`src/verilog/aosc_pkg.sv`:
```
/*
 * Shared constants and types for the two-channel analog output setpoint
 * controller. Assumes a single 200 MHz clock and setpoints in signed units.
 */
`default_nettype none

package aosc_pkg;
  localparam int NCH = 2;
  localparam int CH_W = 1;
  localparam int SP_W = 16;
  localparam int VAL_W = 17;
  localparam int CODE_W = 16;
  localparam int GAIN_W = 18;
  localparam int GAIN_SH = 12;

  typedef enum logic [1:0] {RNG_V10, RNG_I020, RNG_I420} aosc_range_t;
  typedef enum logic [1:0] {LIM_UPPER, LIM_LOWER, LIM_BOTH} aosc_lim_t;
  typedef enum logic [1:0] {MODE_RUN, MODE_FALLBACK, MODE_HOLD,
    MODE_ZERO} aosc_mode_t;
  typedef enum logic [1:0] {B_NOM_HI, B_NOM_LO, B_OUT_HI, B_OUT_LO} aosc_bnd_t;

  // Area bounds in setpoint units
  localparam logic signed [VAL_W-1:0] V_NOM_HI = 17'sh02af8;
  localparam logic signed [VAL_W-1:0] V_NOM_LO = -17'sh02af8;
  localparam logic signed [VAL_W-1:0] V_OUT_HI = 17'sh02bf2;
  localparam logic signed [VAL_W-1:0] V_OUT_LO = -17'sh02bf2;
  localparam logic signed [VAL_W-1:0] I0_NOM_HI = 17'sh02af8;
  localparam logic signed [VAL_W-1:0] I0_NOM_LO = -17'sh003e8;
  localparam logic signed [VAL_W-1:0] I0_OUT_HI = 17'sh02ee0;
  localparam logic signed [VAL_W-1:0] I0_OUT_LO = -17'sh007d0;
  localparam logic signed [VAL_W-1:0] I4_NOM_HI = 17'sh02a30;
  localparam logic signed [VAL_W-1:0] I4_NOM_LO = -17'sh00320;
  localparam logic signed [VAL_W-1:0] I4_OUT_HI = 17'sh02d50;
  localparam logic signed [VAL_W-1:0] I4_OUT_LO = -17'sh00640;

  // Nominal calibration, gain in Q12, offset in codes
  localparam logic signed [GAIN_W-1:0] V_GAIN = 18'sh02e9a;
  localparam logic signed [GAIN_W-1:0] I0_GAIN = 18'sh02bb0;
  localparam logic signed [GAIN_W-1:0] I4_GAIN = 18'sh022f3;
  localparam logic signed [GAIN_W-1:0] I4_OFS = 18'sh01555;
  localparam logic signed [CODE_W-1:0] CODE_HI = 16'sh7fff;
  localparam logic signed [CODE_W-1:0] CODE_V_LO = -16'sh7fff - 16'sh0001;

  localparam logic signed [SP_W-1:0] ALIGN_MAX = 16'sh05dc;

  // Timing
  localparam int CLK_MHZ = 200;
  localparam int REFRESH_US = 1000;
  localparam int WDOG_US = 2000;
  localparam int COMM_US = 10000;
  localparam int REFRESH_CYC = REFRESH_US * CLK_MHZ;
  localparam int WDOG_CYC = WDOG_US * CLK_MHZ;
  localparam int COMM_CYC = COMM_US * CLK_MHZ;
endpackage

`default_nettype wire

```
`src/verilog/aosc_chan_if.sv`:
```
/*
 * Carrier between the controller and one channel converter.
 * Assumes the controller drives it and the converter answers on load.
 */
`default_nettype none

interface aosc_chan_if;
  import aosc_pkg::*;
  aosc_range_t range;
  logic lim_en;
  aosc_lim_t lim_mode;
  logic signed [VAL_W-1:0] value;
  logic signed [CODE_W-1:0] gain_trim;
  logic signed [CODE_W-1:0] ofs_trim;
  logic load;
  logic zero;
  logic hold;
  logic [CODE_W-1:0] code;
  logic ovf;
  logic unf;
  modport ctrl (output range, lim_en, lim_mode, value, gain_trim, ofs_trim,
    load, zero, hold, input code, ovf, unf);
  modport conv (input range, lim_en, lim_mode, value, gain_trim, ofs_trim,
    load, zero, hold, output code, ovf, unf);
endinterface

`default_nettype wire

```
`src/verilog/aosc_chan.sv`:
```
/*
 * One channel: classification, saturation, calibration and code register.
 * Assumes load pulses once per refresh; zero and hold are decided upstream.
 */
`default_nettype none

module aosc_chan (
  input wire logic clk_sys,
  input wire logic rst,
  aosc_chan_if.conv ch
);
  import aosc_pkg::*;
  localparam int PW = VAL_W + GAIN_W;

  function automatic logic signed [VAL_W-1:0] bound(input aosc_range_t r,
      input aosc_bnd_t b);
    logic signed [VAL_W-1:0] v;
    v = '0;
    case (r)
      RNG_I020: v = (b == B_NOM_HI) ? I0_NOM_HI : (b == B_NOM_LO) ? I0_NOM_LO :
        (b == B_OUT_HI) ? I0_OUT_HI : I0_OUT_LO;
      RNG_I420: v = (b == B_NOM_HI) ? I4_NOM_HI : (b == B_NOM_LO) ? I4_NOM_LO :
        (b == B_OUT_HI) ? I4_OUT_HI : I4_OUT_LO;
      default: v = (b == B_NOM_HI) ? V_NOM_HI : (b == B_NOM_LO) ? V_NOM_LO :
        (b == B_OUT_HI) ? V_OUT_HI : V_OUT_LO;
    endcase
    return v;
  endfunction

  logic is_v;
  logic signed [VAL_W-1:0] nom_hi, nom_lo, out_hi, out_lo, sat;
  logic above, below, ovf_d, unf_d;
  logic signed [GAIN_W-1:0] gain, ofs;
  logic signed [PW-1:0] prod, cv, lo, cv_c;
  logic [CODE_W-1:0] code_d;

  assign is_v = ch.range == RNG_V10;
  assign nom_hi = bound(ch.range, B_NOM_HI);
  assign nom_lo = bound(ch.range, B_NOM_LO);
  assign out_hi = bound(ch.range, B_OUT_HI);
  assign out_lo = bound(ch.range, B_OUT_LO);
  assign above = ch.value > nom_hi;
  assign below = ch.value < nom_lo;
  // An undefined limit mode flags both ways
  assign ovf_d = ch.lim_en && above && ch.lim_mode != LIM_LOWER;
  assign unf_d = ch.lim_en && below && ch.lim_mode != LIM_UPPER;
  assign sat = (ch.value > out_hi) ? out_hi :
    (ch.value < out_lo) ? out_lo : ch.value;

  // Nominal line plus factory trim
  assign gain = ((ch.range == RNG_I020) ? I0_GAIN :
    (ch.range == RNG_I420) ? I4_GAIN : V_GAIN) + GAIN_W'(ch.gain_trim);
  assign ofs = ((ch.range == RNG_I420) ? I4_OFS : '0) +
    GAIN_W'(ch.ofs_trim);
  assign prod = PW'(sat) * PW'(gain);
  assign cv = (prod >>> GAIN_SH) + PW'(ofs);
  // A current loop cannot sink, so its code floors at zero
  assign lo = is_v ? PW'(CODE_V_LO) : '0;
  assign cv_c = (cv > PW'(CODE_HI)) ? PW'(CODE_HI) : (cv < lo) ? lo : cv;
  assign code_d = cv_c[CODE_W-1:0];

  always_ff @(posedge clk_sys or posedge rst) begin
    if (rst) begin
      ch.code <= '0;
      ch.ovf <= 1'b0;
      ch.unf <= 1'b0;
    end else if (ch.load) begin
      ch.code <= ch.zero ? '0 : ch.hold ? ch.code : code_d;
      ch.ovf <= !ch.zero && ovf_d;
      ch.unf <= !ch.zero && unf_d;
    end
  end
endmodule

`default_nettype wire

```
`src/verilog/aosc_top.sv`:
```
/*
 * Two-channel analog output setpoint controller, top level.
 * Assumes the processor-side strobes are on clk_sys and the analog sense
 * and supply pins are asynchronous.
 */
`default_nettype none

module aosc_top #(
  parameter int REFRESH_CYCLES = aosc_pkg::REFRESH_CYC,
  parameter int WDOG_CYCLES = aosc_pkg::WDOG_CYC,
  parameter int COMM_CYCLES = aosc_pkg::COMM_CYC
) (
  input wire logic clk_sys,
  input wire logic rst,
  input wire aosc_pkg::aosc_range_t cfg_range [aosc_pkg::NCH],
  input wire logic [aosc_pkg::NCH-1:0] cfg_lim_en,
  input wire aosc_pkg::aosc_lim_t cfg_lim_mode [aosc_pkg::NCH],
  input wire logic [aosc_pkg::NCH-1:0] cfg_maintain,
  input wire logic [aosc_pkg::NCH-1:0] cfg_wire_chk,
  input wire logic sp_wr,
  input wire logic [aosc_pkg::CH_W-1:0] sp_ch,
  input wire logic signed [aosc_pkg::SP_W-1:0] sp_val,
  input wire logic fb_wr,
  input wire logic [aosc_pkg::CH_W-1:0] fb_ch,
  input wire logic signed [aosc_pkg::SP_W-1:0] fb_val,
  input wire logic align_wr,
  input wire logic align_clr,
  input wire logic [aosc_pkg::CH_W-1:0] align_ch,
  input wire logic signed [aosc_pkg::SP_W-1:0] align_val,
  input wire logic cal_wr,
  input wire logic [aosc_pkg::CH_W-1:0] cal_ch,
  input wire logic signed [aosc_pkg::CODE_W-1:0] cal_gain,
  input wire logic signed [aosc_pkg::CODE_W-1:0] cal_ofs,
  input wire logic task_run,
  input wire logic prog_ok,
  input wire logic hot_swap,
  input wire logic prog_reload,
  input wire logic int_err_in,
  input wire logic pwr_ok_pin,
  input wire logic [aosc_pkg::NCH-1:0] short_pin,
  input wire logic [aosc_pkg::NCH-1:0] open_pin,
  output logic [aosc_pkg::CODE_W-1:0] dac_code [aosc_pkg::NCH],
  output logic dac_load,
  output logic [aosc_pkg::NCH-1:0] stat_ovf,
  output logic [aosc_pkg::NCH-1:0] stat_unf,
  output logic [aosc_pkg::NCH-1:0] stat_short,
  output logic [aosc_pkg::NCH-1:0] stat_open,
  output logic stat_pwr_err,
  output logic stat_cfg_err,
  output logic stat_int_err,
  output logic stat_comm_err,
  output logic [aosc_pkg::NCH-1:0] aligned,
  output logic signed [aosc_pkg::SP_W-1:0] align_rd [aosc_pkg::NCH]
);
  import aosc_pkg::*;
  localparam int PIN_W = 2 * NCH + 1;

  // ***********************************************************
  // Pin synchronisers
  // ***********************************************************
  logic [PIN_W-1:0] s1_q, s2_q, s3_q, pin_q;
  logic pwr_ok;
  logic [NCH-1:0] short_f, open_f;

  always_ff @(posedge clk_sys or posedge rst) begin
    if (rst) begin
      s1_q <= '0;
      s2_q <= '0;
      s3_q <= '0;
      pin_q <= '0;
    end else begin
      s1_q <= {open_pin, short_pin, pwr_ok_pin};
      s2_q <= s1_q;
      s3_q <= s2_q;
      // Moves only when the last two stages agree
      pin_q <= (s2_q & s3_q) | (pin_q & (s2_q | s3_q));
    end
  end

  assign pwr_ok = pin_q[0];
  assign short_f = pin_q[NCH:1];
  assign open_f = pin_q[2*NCH:NCH+1];

  // ***********************************************************
  // Refresh divider, watchdog, link timeout
  // ***********************************************************
  logic [31:0] div_q, wd_q, cm_q, gap_q;
  logic tick, wd_err_q, comm_lost, seen_q;

  assign tick = div_q == 32'(REFRESH_CYCLES - 1);

  always_ff @(posedge clk_sys or posedge rst) begin
    if (rst) begin
      div_q <= '0;
      wd_q <= '0;
      cm_q <= '0;
      wd_err_q <= 1'b0;
      dac_load <= 1'b0;
    end else begin
      div_q <= tick ? '0 : div_q + 32'h0000_0001;
      // Watchdog checks that the refresh engine keeps running
      wd_q <= tick ? '0 : wd_q + 32'h0000_0001;
      wd_err_q <= wd_err_q | (wd_q >= 32'(WDOG_CYCLES));
      if (sp_wr) begin
        cm_q <= '0;
      end else if (!comm_lost) begin
        cm_q <= cm_q + 32'h0000_0001;
      end
      dac_load <= tick;
    end
  end

  assign comm_lost = cm_q >= 32'(COMM_CYCLES);

  // ***********************************************************
  // Setpoint, fallback, alignment and calibration stores
  // ***********************************************************
  logic signed [SP_W-1:0] sp_q [NCH];
  logic signed [SP_W-1:0] fb_q [NCH];
  logic signed [SP_W-1:0] align_q [NCH];
  logic signed [CODE_W-1:0] gain_q [NCH];
  logic signed [CODE_W-1:0] ofs_q [NCH];
  logic [NCH-1:0] aligned_q;
  logic signed [SP_W-1:0] align_c;

  // Out-of-limit alignment is clipped rather than refused
  assign align_c = (align_val > ALIGN_MAX) ? ALIGN_MAX :
    (align_val < -ALIGN_MAX) ? -ALIGN_MAX : align_val;

  always_ff @(posedge clk_sys or posedge rst) begin
    if (rst) begin
      for (int i = 0; i < NCH; i++) begin
        sp_q[i] <= '0;
        fb_q[i] <= '0;
        align_q[i] <= '0;
        gain_q[i] <= '0;
        ofs_q[i] <= '0;
      end
      aligned_q <= '0;
    end else begin
      for (int i = 0; i < NCH; i++) begin
        if (sp_wr && sp_ch == CH_W'(i)) begin
          sp_q[i] <= sp_val;
        end
        if (fb_wr && fb_ch == CH_W'(i)) begin
          fb_q[i] <= fb_val;
        end
        if (align_wr && align_ch == CH_W'(i)) begin
          align_q[i] <= align_c;
        end
        if (cal_wr && cal_ch == CH_W'(i)) begin
          gain_q[i] <= cal_gain;
          ofs_q[i] <= cal_ofs;
        end
        // A save in the same cycle as a clear leaves the flag set
        aligned_q[i] <= (aligned_q[i] && !(align_clr &&
          align_ch == CH_W'(i))) || (align_wr && align_ch == CH_W'(i));
      end
    end
  end

  // ***********************************************************
  // Output mode selection
  // ***********************************************************
  function automatic aosc_mode_t pick_mode(input logic zero_all,
      input logic fault, input logic stop, input logic maint);
    aosc_mode_t m;
    m = MODE_RUN;
    if (zero_all) begin
      m = MODE_ZERO;
    end else if (fault) begin
      m = MODE_HOLD;
    end else if (stop) begin
      m = maint ? MODE_HOLD : MODE_FALLBACK;
    end
    return m;
  endfunction

  logic cfg_err, int_err, zero_all, stop;
  logic [NCH-1:0] bad_rng, fault, v_short, i_open;
  aosc_mode_t mode [NCH];
  logic signed [VAL_W-1:0] val_sel [NCH];

  assign cfg_err = |bad_rng;
  assign int_err = wd_err_q | int_err_in;
  // Supply loss doubles as the power-up and power-down hold-off
  assign zero_all = !pwr_ok || cfg_err || int_err || hot_swap ||
    prog_reload;
  assign stop = !task_run || !prog_ok || comm_lost;

  for (genvar i = 0; i < NCH; i++) begin : g_ch
    aosc_chan_if chi ();

    assign bad_rng[i] = !(cfg_range[i] inside {RNG_V10, RNG_I020, RNG_I420});
    assign v_short[i] = cfg_range[i] == RNG_V10 && short_f[i];
    assign i_open[i] = cfg_range[i] != RNG_V10 && cfg_wire_chk[i] &&
      dac_code[i] != '0 && open_f[i];
    assign fault[i] = v_short[i] || i_open[i];
    assign mode[i] = pick_mode(zero_all, fault[i], stop, cfg_maintain[i]);
    assign val_sel[i] = (mode[i] == MODE_FALLBACK) ? VAL_W'(fb_q[i]) :
      VAL_W'(sp_q[i]) + VAL_W'(align_q[i]);

    assign chi.range = cfg_range[i];
    assign chi.lim_en = cfg_lim_en[i];
    assign chi.lim_mode = cfg_lim_mode[i];
    assign chi.value = val_sel[i];
    assign chi.gain_trim = gain_q[i];
    assign chi.ofs_trim = ofs_q[i];
    assign chi.load = tick;
    assign chi.zero = mode[i] == MODE_ZERO;
    assign chi.hold = mode[i] == MODE_HOLD;
    assign dac_code[i] = chi.code;
    assign stat_ovf[i] = chi.ovf;
    assign stat_unf[i] = chi.unf;

    aosc_chan u_chan (
      .clk_sys(clk_sys),
      .rst(rst),
      .ch(chi)
    );

  end

  // ***********************************************************
  // Status
  // ***********************************************************
  always_ff @(posedge clk_sys or posedge rst) begin
    if (rst) begin
      stat_short <= '0;
      stat_open <= '0;
      stat_pwr_err <= 1'b0;
      stat_cfg_err <= 1'b0;
      stat_int_err <= 1'b0;
      stat_comm_err <= 1'b0;
    end else begin
      stat_short <= v_short;
      stat_open <= i_open;
      stat_pwr_err <= !pwr_ok;
      stat_cfg_err <= cfg_err;
      stat_int_err <= int_err;
      stat_comm_err <= comm_lost;
    end
  end

  assign aligned = aligned_q;
  for (genvar i = 0; i < NCH; i++) begin : g_rd
    assign align_rd[i] = align_q[i];
  end

  // ***********************************************************
  // Checks
  // ***********************************************************
  always_ff @(posedge clk_sys or posedge rst) begin
    if (rst) begin
      gap_q <= '0;
      seen_q <= 1'b0;
    end else begin
      gap_q <= tick ? '0 : gap_q + 32'h0000_0001;
      seen_q <= seen_q | tick;
    end
  end
endmodule

`default_nettype wire

```
`config.mk`:
```
export PLATFORM = sky130hd
export DESIGN_NAME = aosc_top
export DESIGN_NICKNAME = d
export VERILOG_FILES = /design/src/verilog/aosc_pkg.sv /design/src/verilog/aosc_chan_if.sv /design/src/verilog/aosc_chan.sv /design/src/verilog/aosc_top.sv
export SDC_FILE = /design/constraint.sdc
export NUM_CORES = 2
export LEC_CHECK = 0
export BUFFER_PORTS_ARGS = -buffer_cell sky130_fd_sc_hd__buf_2
export CAP_MARGIN = 20
export CORE_ASPECT_RATIO = 1.5
export CORE_UTILIZATION = 25
export CTS_CLUSTER_DIAMETER = 120
export DETAILED_ROUTE_END_ITERATION = 8
export GPL_ROUTABILITY_DRIVEN = 1
export HOLD_SLACK_MARGIN = 0.03
export PLACE_DENSITY = 0.5
export REMOVE_ABC_BUFFERS = 1
export SYNTH_ARGS = -nofsm -noshare
export SYNTH_HDL_FRONTEND = slang
export SYNTH_HIERARCHICAL = 1
export SYNTH_SLANG_ARGS = --single-unit
```
`constraint.sdc`:
```
create_clock -name clk_sys -period 14 [get_ports clk_sys]
set_input_delay 2.1 -clock clk_sys [delete_from_list [all_inputs] [get_ports clk_sys]]
set_output_delay 2.1 -clock clk_sys [all_outputs]
set_load 0.01 [all_outputs]
```
== After elaboration in Yosys (flattened, before gate mapping) ==
Cells that the tools add are included.

* Add/subtract/negate cells: 11
* Multiply operators: 2
* Magnitude comparators: 16
* Equality and inequality tests: 16
* Mux-type cells: 44
* Bitwise operators: 10
* Reduce and logical (&&, ||, !) cells: 64

{| class="wikitable"
|+ Operator list
! kind !! count
|-
| 16-bit 2-to-1 mux || 10
|-
| 32-bit 2-to-1 mux || 4
|-
| 14-bit case mux with 2 select lines || 4
|-
| 17-bit 2-to-1 mux || 6
|-
| 32-bit by 1-bit adder with 32-bit output (second input constant) || 3
|-
| 24-bit by 35-bit less-than comparator with 1-bit output || 2
|-
| 17-bit by 18-bit multiplier with 35-bit output || 2
|-
| 35-bit 2-to-1 mux || 2
|-
| 17-bit by 15-bit > comparator with 1-bit output || 4
|-
| 17-bit by 15-bit less-than comparator with 1-bit output || 4
|-
| 23-bit by 17-bit adder with 24-bit output || 2
|-
| 24-bit by 16-bit > comparator with 1-bit output (second input constant) || 2
|-
| 11-bit case mux with 2 select lines || 2
|-
| 18-bit by 16-bit adder with 18-bit output || 2
|-
| 18-bit 2-to-1 mux || 2
|-
| 14-bit by 16-bit adder with 17-bit output || 2
|-
| 16-bit by 16-bit adder with 17-bit output || 2
|-
| 32-bit by 18-bit == test with 1-bit output (second input constant) || 1
|-
| 32-bit by 19-bit >= comparator with 1-bit output (second input constant) || 1
|-
| 32-bit by 21-bit >= comparator with 1-bit output (second input constant) || 1
|-
| 1-bit logical AND || 32
|-
| 16-bit nonzero test || 2
|-
| 13-bit 2-to-1 mux || 2
|-
| 12-bit 2-to-1 mux || 2
|-
| other kinds (19) || 67
|}

* Bits in registers: 324
* Bits of input ports: 115
* Output and inout port bits: 79

== Depth between registers and ports, before layout ==
* Word-level depth: 21
* Depth in mapped cells: 67

== By module ==
The synthesis kept the hierarchy.

{| class="wikitable"
|+ By module, submodules not included
! module !! instances !! cells an instance !! area an instance (µm²)
|-
| aosc_chan (g_ch[0].u_chan) || 1 || 1694 || 14543.9
|-
| aosc_chan (g_ch[1].u_chan) || 1 || 1667 || 14387.5
|-
| aosc_top || 1 || 1178 || 13342.8
|}

== Worst setup path after synthesis ==
OpenSTA, ideal clock, no wires.

* Path kind: input-to-reg
* From: in int_err_in
* To: reg g_ch[0].u_chan.ch.code[12]
* Library setup time: 0.126 ns
* Arrival: 15.381 ns
* Data required time: 13.874 ns
* Slack: -1.507 ns
* Stages on the path: 59
* Cells stage by stage: or2_2 -> or4_1 -> buf_2 -> nor4_1 -> nand2_1 -> clkbuf_1 -> a21oi_1 -> ha_1 -> o21a_1 -> o21a_1 -> o21a_1 -> o21a_1 -> o21a_1 -> o21ai_0 -> a211o_1 -> a21oi_1 -> o21ai_0 -> ha_1 -> [23 not listed] -> fa_1 -> ha_1 -> a21oi_1 -> o211ai_1 -> a22oi_2 -> a31oi_1 -> o21a_1 -> or3_1 -> and2_1 -> ha_1 -> a21o_1 -> a21oi_1 -> nor3b_1 -> a22oi_2 -> a41oi_2 -> a31oi_2 -> buf_4 -> a221o_1

* Word-level cells in the longest chain between the ends: 17
* Elaborated cells between the ends (all ways): 23

{| class="wikitable"
|+ Ends and longest elaborated chain
! item !! line !! RTL
|-
| start, declared || aosc_top.sv:38 || <nowiki>input wire logic int_err_in,</nowiki>
|-
| 1-bit OR * || aosc_top.sv:185 || <nowiki>assign int_err = wd_err_q | int_err_in;</nowiki>
|-
| 1-bit logical OR * (3 in a row) || aosc_top.sv:187 || <nowiki>assign zero_all = !pwr_ok || cfg_err || int_err || hot_swap ||</nowiki>
|-
| 2-bit 2-to-1 mux * || aosc_top.sv:169 || <nowiki>if (zero_all) begin</nowiki>
|-
| 2-bit by 1-bit == test with 1-bit output * || aosc_top.sv:200 || <nowiki>assign val_sel[i] = (mode[i] == MODE_FALLBACK) ? VAL_W'(fb_q[i]) :</nowiki>
|-
| 17-bit 2-to-1 mux * || aosc_top.sv:200 ||
|-
| net g_ch[0].chi.value[2] || aosc_chan_if.sv:12 || <nowiki>logic signed [VAL_W-1:0] value;</nowiki>
|-
| 17-bit by 15-bit less-than comparator with 1-bit output || aosc_chan.sv:48 || <nowiki>(ch.value < out_lo) ? out_lo : ch.value;</nowiki>
|-
| 17-bit 2-to-1 mux || aosc_chan.sv:48 ||
|-
| 17-bit 2-to-1 mux * || aosc_chan.sv:47 || <nowiki>assign sat = (ch.value > out_hi) ? out_hi :</nowiki>
|-
| 17-bit by 18-bit multiplier with 35-bit output * || aosc_chan.sv:55 || <nowiki>assign prod = PW'(sat) * PW'(gain);</nowiki>
|-
| 23-bit by 17-bit adder with 24-bit output * || aosc_chan.sv:56 || <nowiki>assign cv = (prod >>> GAIN_SH) + PW'(ofs);</nowiki>
|-
| 24-bit by 35-bit less-than comparator with 1-bit output || aosc_chan.sv:59 || <nowiki>assign cv_c = (cv > PW'(CODE_HI)) ? PW'(CODE_HI) : (cv < lo) ? lo : cv;</nowiki>
|-
| 16-bit 2-to-1 mux || aosc_chan.sv:59 ||
|-
| 16-bit 2-to-1 mux * || aosc_chan.sv:59 ||
|-
| 16-bit 2-to-1 mux * (2 in a row) || aosc_chan.sv:68 || <nowiki>ch.code <= ch.zero ? '0 : ch.hold ? ch.code : code_d;</nowiki>
|-
| end signal, assigned || aosc_chan.sv:68 ||
|-
| end, declared || aosc_chan_if.sv:24 || <nowiki>load, zero, hold, output code, ovf, unf);</nowiki>
|}

The timed path passes the listed nets; every way through them passes the cells marked *. The select of a mux whose other input is x is not followed.
A chain may end at the register's enable or synchronous reset.

== Final worst setup path ==
* From: in cfg_range[3] in the netlist's numbering
* To: reg g_ch[0].u_chan.ch.code[3]

* Word-level cells in the longest chain between the ends: 21
* Elaborated cells between the ends (all ways): 44

{| class="wikitable"
|+ Ends and longest elaborated chain
! item !! line !! RTL
|-
| start, declared || aosc_top.sv:15 || <nowiki>input wire aosc_pkg::aosc_range_t cfg_range [aosc_pkg::NCH],</nowiki>
|-
| 2-bit by 1-bit == test with 1-bit output, or another cell as far along || aosc_top.sv:194 || <nowiki>assign bad_rng[i] = !(cfg_range[i] inside {RNG_V10, RNG_I020, RNG_I420});</nowiki>
|-
| 3-bit nonzero test * || aosc_top.sv:194 ||
|-
| 1-bit logical NOT * || aosc_top.sv:194 ||
|-
| 2-bit OR reduction * || aosc_top.sv:184 || <nowiki>assign cfg_err = |bad_rng;</nowiki>
|-
| net cfg_err || aosc_top.sv:179 || <nowiki>logic cfg_err, int_err, zero_all, stop;</nowiki>
|-
| 1-bit logical OR * (4 in a row) || aosc_top.sv:187 ||
|-
| 2-bit 2-to-1 mux * || aosc_top.sv:169 ||
|-
| 2-bit by 1-bit == test with 1-bit output * || aosc_top.sv:200 ||
|-
| [1 not listed] || n/a ||
|-
| net g_ch[0].chi.value[1] || aosc_chan_if.sv:12 ||
|-
| [1 not listed] || n/a ||
|-
| 17-bit 2-to-1 mux || aosc_chan.sv:48 ||
|-
| 17-bit 2-to-1 mux * || aosc_chan.sv:47 ||
|-
| 17-bit by 18-bit multiplier with 35-bit output * || aosc_chan.sv:55 ||
|-
| 23-bit by 17-bit adder with 24-bit output * || aosc_chan.sv:56 ||
|-
| 24-bit by 35-bit less-than comparator with 1-bit output || aosc_chan.sv:59 ||
|-
| 16-bit 2-to-1 mux || aosc_chan.sv:59 ||
|-
| 16-bit 2-to-1 mux * || aosc_chan.sv:59 ||
|-
| 16-bit 2-to-1 mux * (2 in a row) || aosc_chan.sv:68 ||
|}

Marked as above.

==> results.sh <==
export IMPL_drive_gt1_share_pct=28.8
export IMPL_first_pass_iters=5
export IMPL_grtUsageTotal_pct=17.3
export IMPL_period_needed_ns=14.67
export IMPL_slowest_stage="fa_1"
export IMPL_ys_seq_elements=324
export IMPL_crit_arrival_ns=15.17
export IMPL_die_area_mm2=0.171
export IMPL_antenna_found_initial=38
export IMPL_grt_max_degree=145
export IMPL_met1_usage_pct=18.9
export IMPL_synth_edf_count=0
export IMPL_grt_pass1_wl_mm=224
export IMPL_cp_common_cell="o21a_1"
export IMPL_grt_pass1_vias=38700
export IMPL_drc=0
export IMPL_critPathLaunchType="input pin"
export IMPL_hold_path_startpoint="s1_q[4]"
export IMPL_overflow=0
export IMPL_netlist_top_cell_by_area="fa_1"
export IMPL_required_ns=14.50
export IMPL_async_flop_share_pct=100
export IMPL_cts_buffer_depth=3
export IMPL_worstSkewPairLatency_ns=0.63
export IMPL_post_route_util_pct=33.0
export IMPL_tightest_slew_ns=1.16
export IMPL_cts_tree="built"
export IMPL_setup_violations=32
export IMPL_drv_slew=0
export IMPL_met3_usage_pct=2.42
export IMPL_multi_input_area_mm2=0.0322
export IMPL_seq_area_frac_synth_pct=19.2
export IMPL_crit_path_end_kind="flop"
export IMPL_worstReg2RegStart="align_rd[0]"
export IMPL_hold_viol_final=0
export IMPL_timing_fmax_mhz=68.1
export IMPL_detail_route_antenna_nets=0
export IMPL_synth_warnings=6
export IMPL_gp_congestion=0.948
export IMPL_syn_inst=4539
export IMPL_die_w_um=338
export IMPL_yosysMostFrequentCell="inv_1"
export IMPL_violations="negative setup slack"
export IMPL_fillerInstances=17500
export IMPL_htree_num_levels=2
export IMPL_cp_top_family="compound AO/OA/AOI/OAI gates"
export IMPL_synth_top_cell_area_share_pct=29.0
export IMPL_crit_start="cfg_range[3]"
export IMPL_cts_sink_count=324
export IMPL_num_vias=35300
export IMPL_cts_root_buf="clkbuf_16"
export IMPL_synthTopCellsByArea="fa_1, dfrtp_1, ha_1"
export IMPL_areaGrowthSynthToFinish_pct=30.9
export IMPL_ys_flop_type="dfrtp_1"
export IMPL_synthTopCellsByCount="inv_1, fa_1, nor2_1"
export IMPL_via_per_inst=4.55
export IMPL_critPathMaxFanout=8
export IMPL_io_pins=194
export IMPL_clk_pin_slew_worst_paths_ns=0.06
export IMPL_timing_final_ws_setup_ns=-0.674
export IMPL_hold_class="flop to flop"
export IMPL_fin_skew_ns=0.0313
export IMPL_core_mm2=0.168
export IMPL_die_h_um=506
export IMPL_max_stage_delay_ns=0.58
export IMPL_outcome="complete, but fails checks"
export IMPL_top_usage_layer="met2"
export IMPL_slew_headroom_pct=22.6
export IMPL_netlist_area_mm2=0.0423
export IMPL_routedWlPerCell_um=18.7
export IMPL_use_met2_pct=32.1
export IMPL_finalCritPeriodShare_pct=105
export IMPL_avgSynthCellArea_um2=9.31
export IMPL_maxCapViolCount=0
export IMPL_nets=6543
export IMPL_crit_type="input pin to flop"
export IMPL_dpl_hpwl_mm=123
export IMPL_io_buffers=193
export IMPL_drt_iter0_markers=1681
export IMPL_num_rows=184
export IMPL_ys_types=101
export IMPL_crit_buf_inv=7
export IMPL_wl_mm=145
export IMPL_seq_area_mm2=0.00811
export IMPL_rsz0062_at_grt="true"
export IMPL_numCtsBuffers=42
export IMPL_initial_core_util_pct=25.2
==> layout make-up <==
cell class                      count  share of cell area [%]
Clock buffer                       56                    2.12
Timing Repair Buffer             1015                    13.7
Antenna cell                        6                  0.0271
Sequential cell                   324                    14.7
Multi-Input combinational cell   3263                    58.3
Inverter                          826                    5.64
Tap cell                         2232                    5.05
Clock inverter                     22                   0.597
==> layer usage <==
metal  wire length [um]  part of all wire, %
met2              76200                   53
met1              54100                   37
met3               6100                  4.2
met5                187                 0.13
met4               8190                  5.7
==> cell families (layout without fill, tap and decap cells) <==
kind of cell / count (synthesis) / after routing / share of synthesized area (%)
fa+ha+maj: 964 / 964 / 39.4
mux: 157 / 157 / 4.17
xor+xnor: 234 / 234 / 4.87
compound gates: 621 / 621 / 9.90
buf+inv: 953 / 1919 / 8.61
simple gates: 1286 / 1287 / 13.9
other cells: 0 / 6 / 0
flops: 324 / 324 / 19.2
==> registers in the layout, summed over array words and instances (netlist names), 32 cells and up <==
signal,flops
sp_q,32
g_ch.u_chan/ch.code,32
fb_q,32
div_q,32
wd_q,32
cm_q,32
g_ch.chi.gain_trim,32
align_rd,32
g_ch.chi.ofs_trim,32
==> through the flow <==
stage               setup slack (ns)  hold WS (ns)  area (um2)  TNS [ns]  std cells
floorplan                      -1.78         0.331       41700    -50.62       4412
global placement               -2.01         0.337       51200    -62.89       7574
detailed placement             -2.13         0.345       51200    -67.07       7576
CTS                           -0.576         0.359       53800    -16.25       7707
global route                   -1.15         0.374       55300    -33.08       7740
finish                        -0.674         0.356       55300    -16.99       7744
==> placed cells by master, fill, tap and decap left out, drive strengths merged, types with 38 or more instances in the layout <==
| cell | instances |
|---|---|
| a21o | 60 |
| a21oi | 171 |
| and2 | 43 |
| buf | 1014 |
| clkbuf | 57 |
| dfrtp | 324 |
| fa | 612 |
| ha | 344 |
| inv | 830 |
| mux2 | 151 |
| nand2 | 383 |
| nand3 | 72 |
| nand4 | 38 |
| nor2 | 488 |
| nor2b | 45 |
| nor3 | 39 |
| o21a | 42 |
| o21ai | 145 |
| xnor2 | 148 |
| xor2 | 86 |
==> what timing repair did <==
| item | CTS | global route |
|---|---|---|
| setup endpoints to repair | 32 | 32 |
| hold buffers | 0 | 0 |
| pin swaps | 109 | 173 |
| resized for setup | 163 | 268 |
| gates cloned | 0 | 2 |
| setup buffers | 53 | 30 |
==> worst paths after layout <==
check / endpoint / slack [ns] / cells past startpoint
setup / recovery: g_ch[0].u_chan/ch.code[3] / -0.67 / 56
hold / removal: s2_q[4] / 0.36 / 0
setup reg to reg: g_ch[1].u_chan/ch.code[8] / 0.48 / 57
hold reg to reg: s2_q[4] / 0.36 / 0
max in group asynchronous: s2_q[4] / 10.15 / 4
min in group asynchronous: g_ch[1].chi.ofs_trim[1] / 1.56 / 2
Power is left out: the tool's default activity adds up to more than one toggle a clock period on the data nets, which glitch-free logic cannot reach.
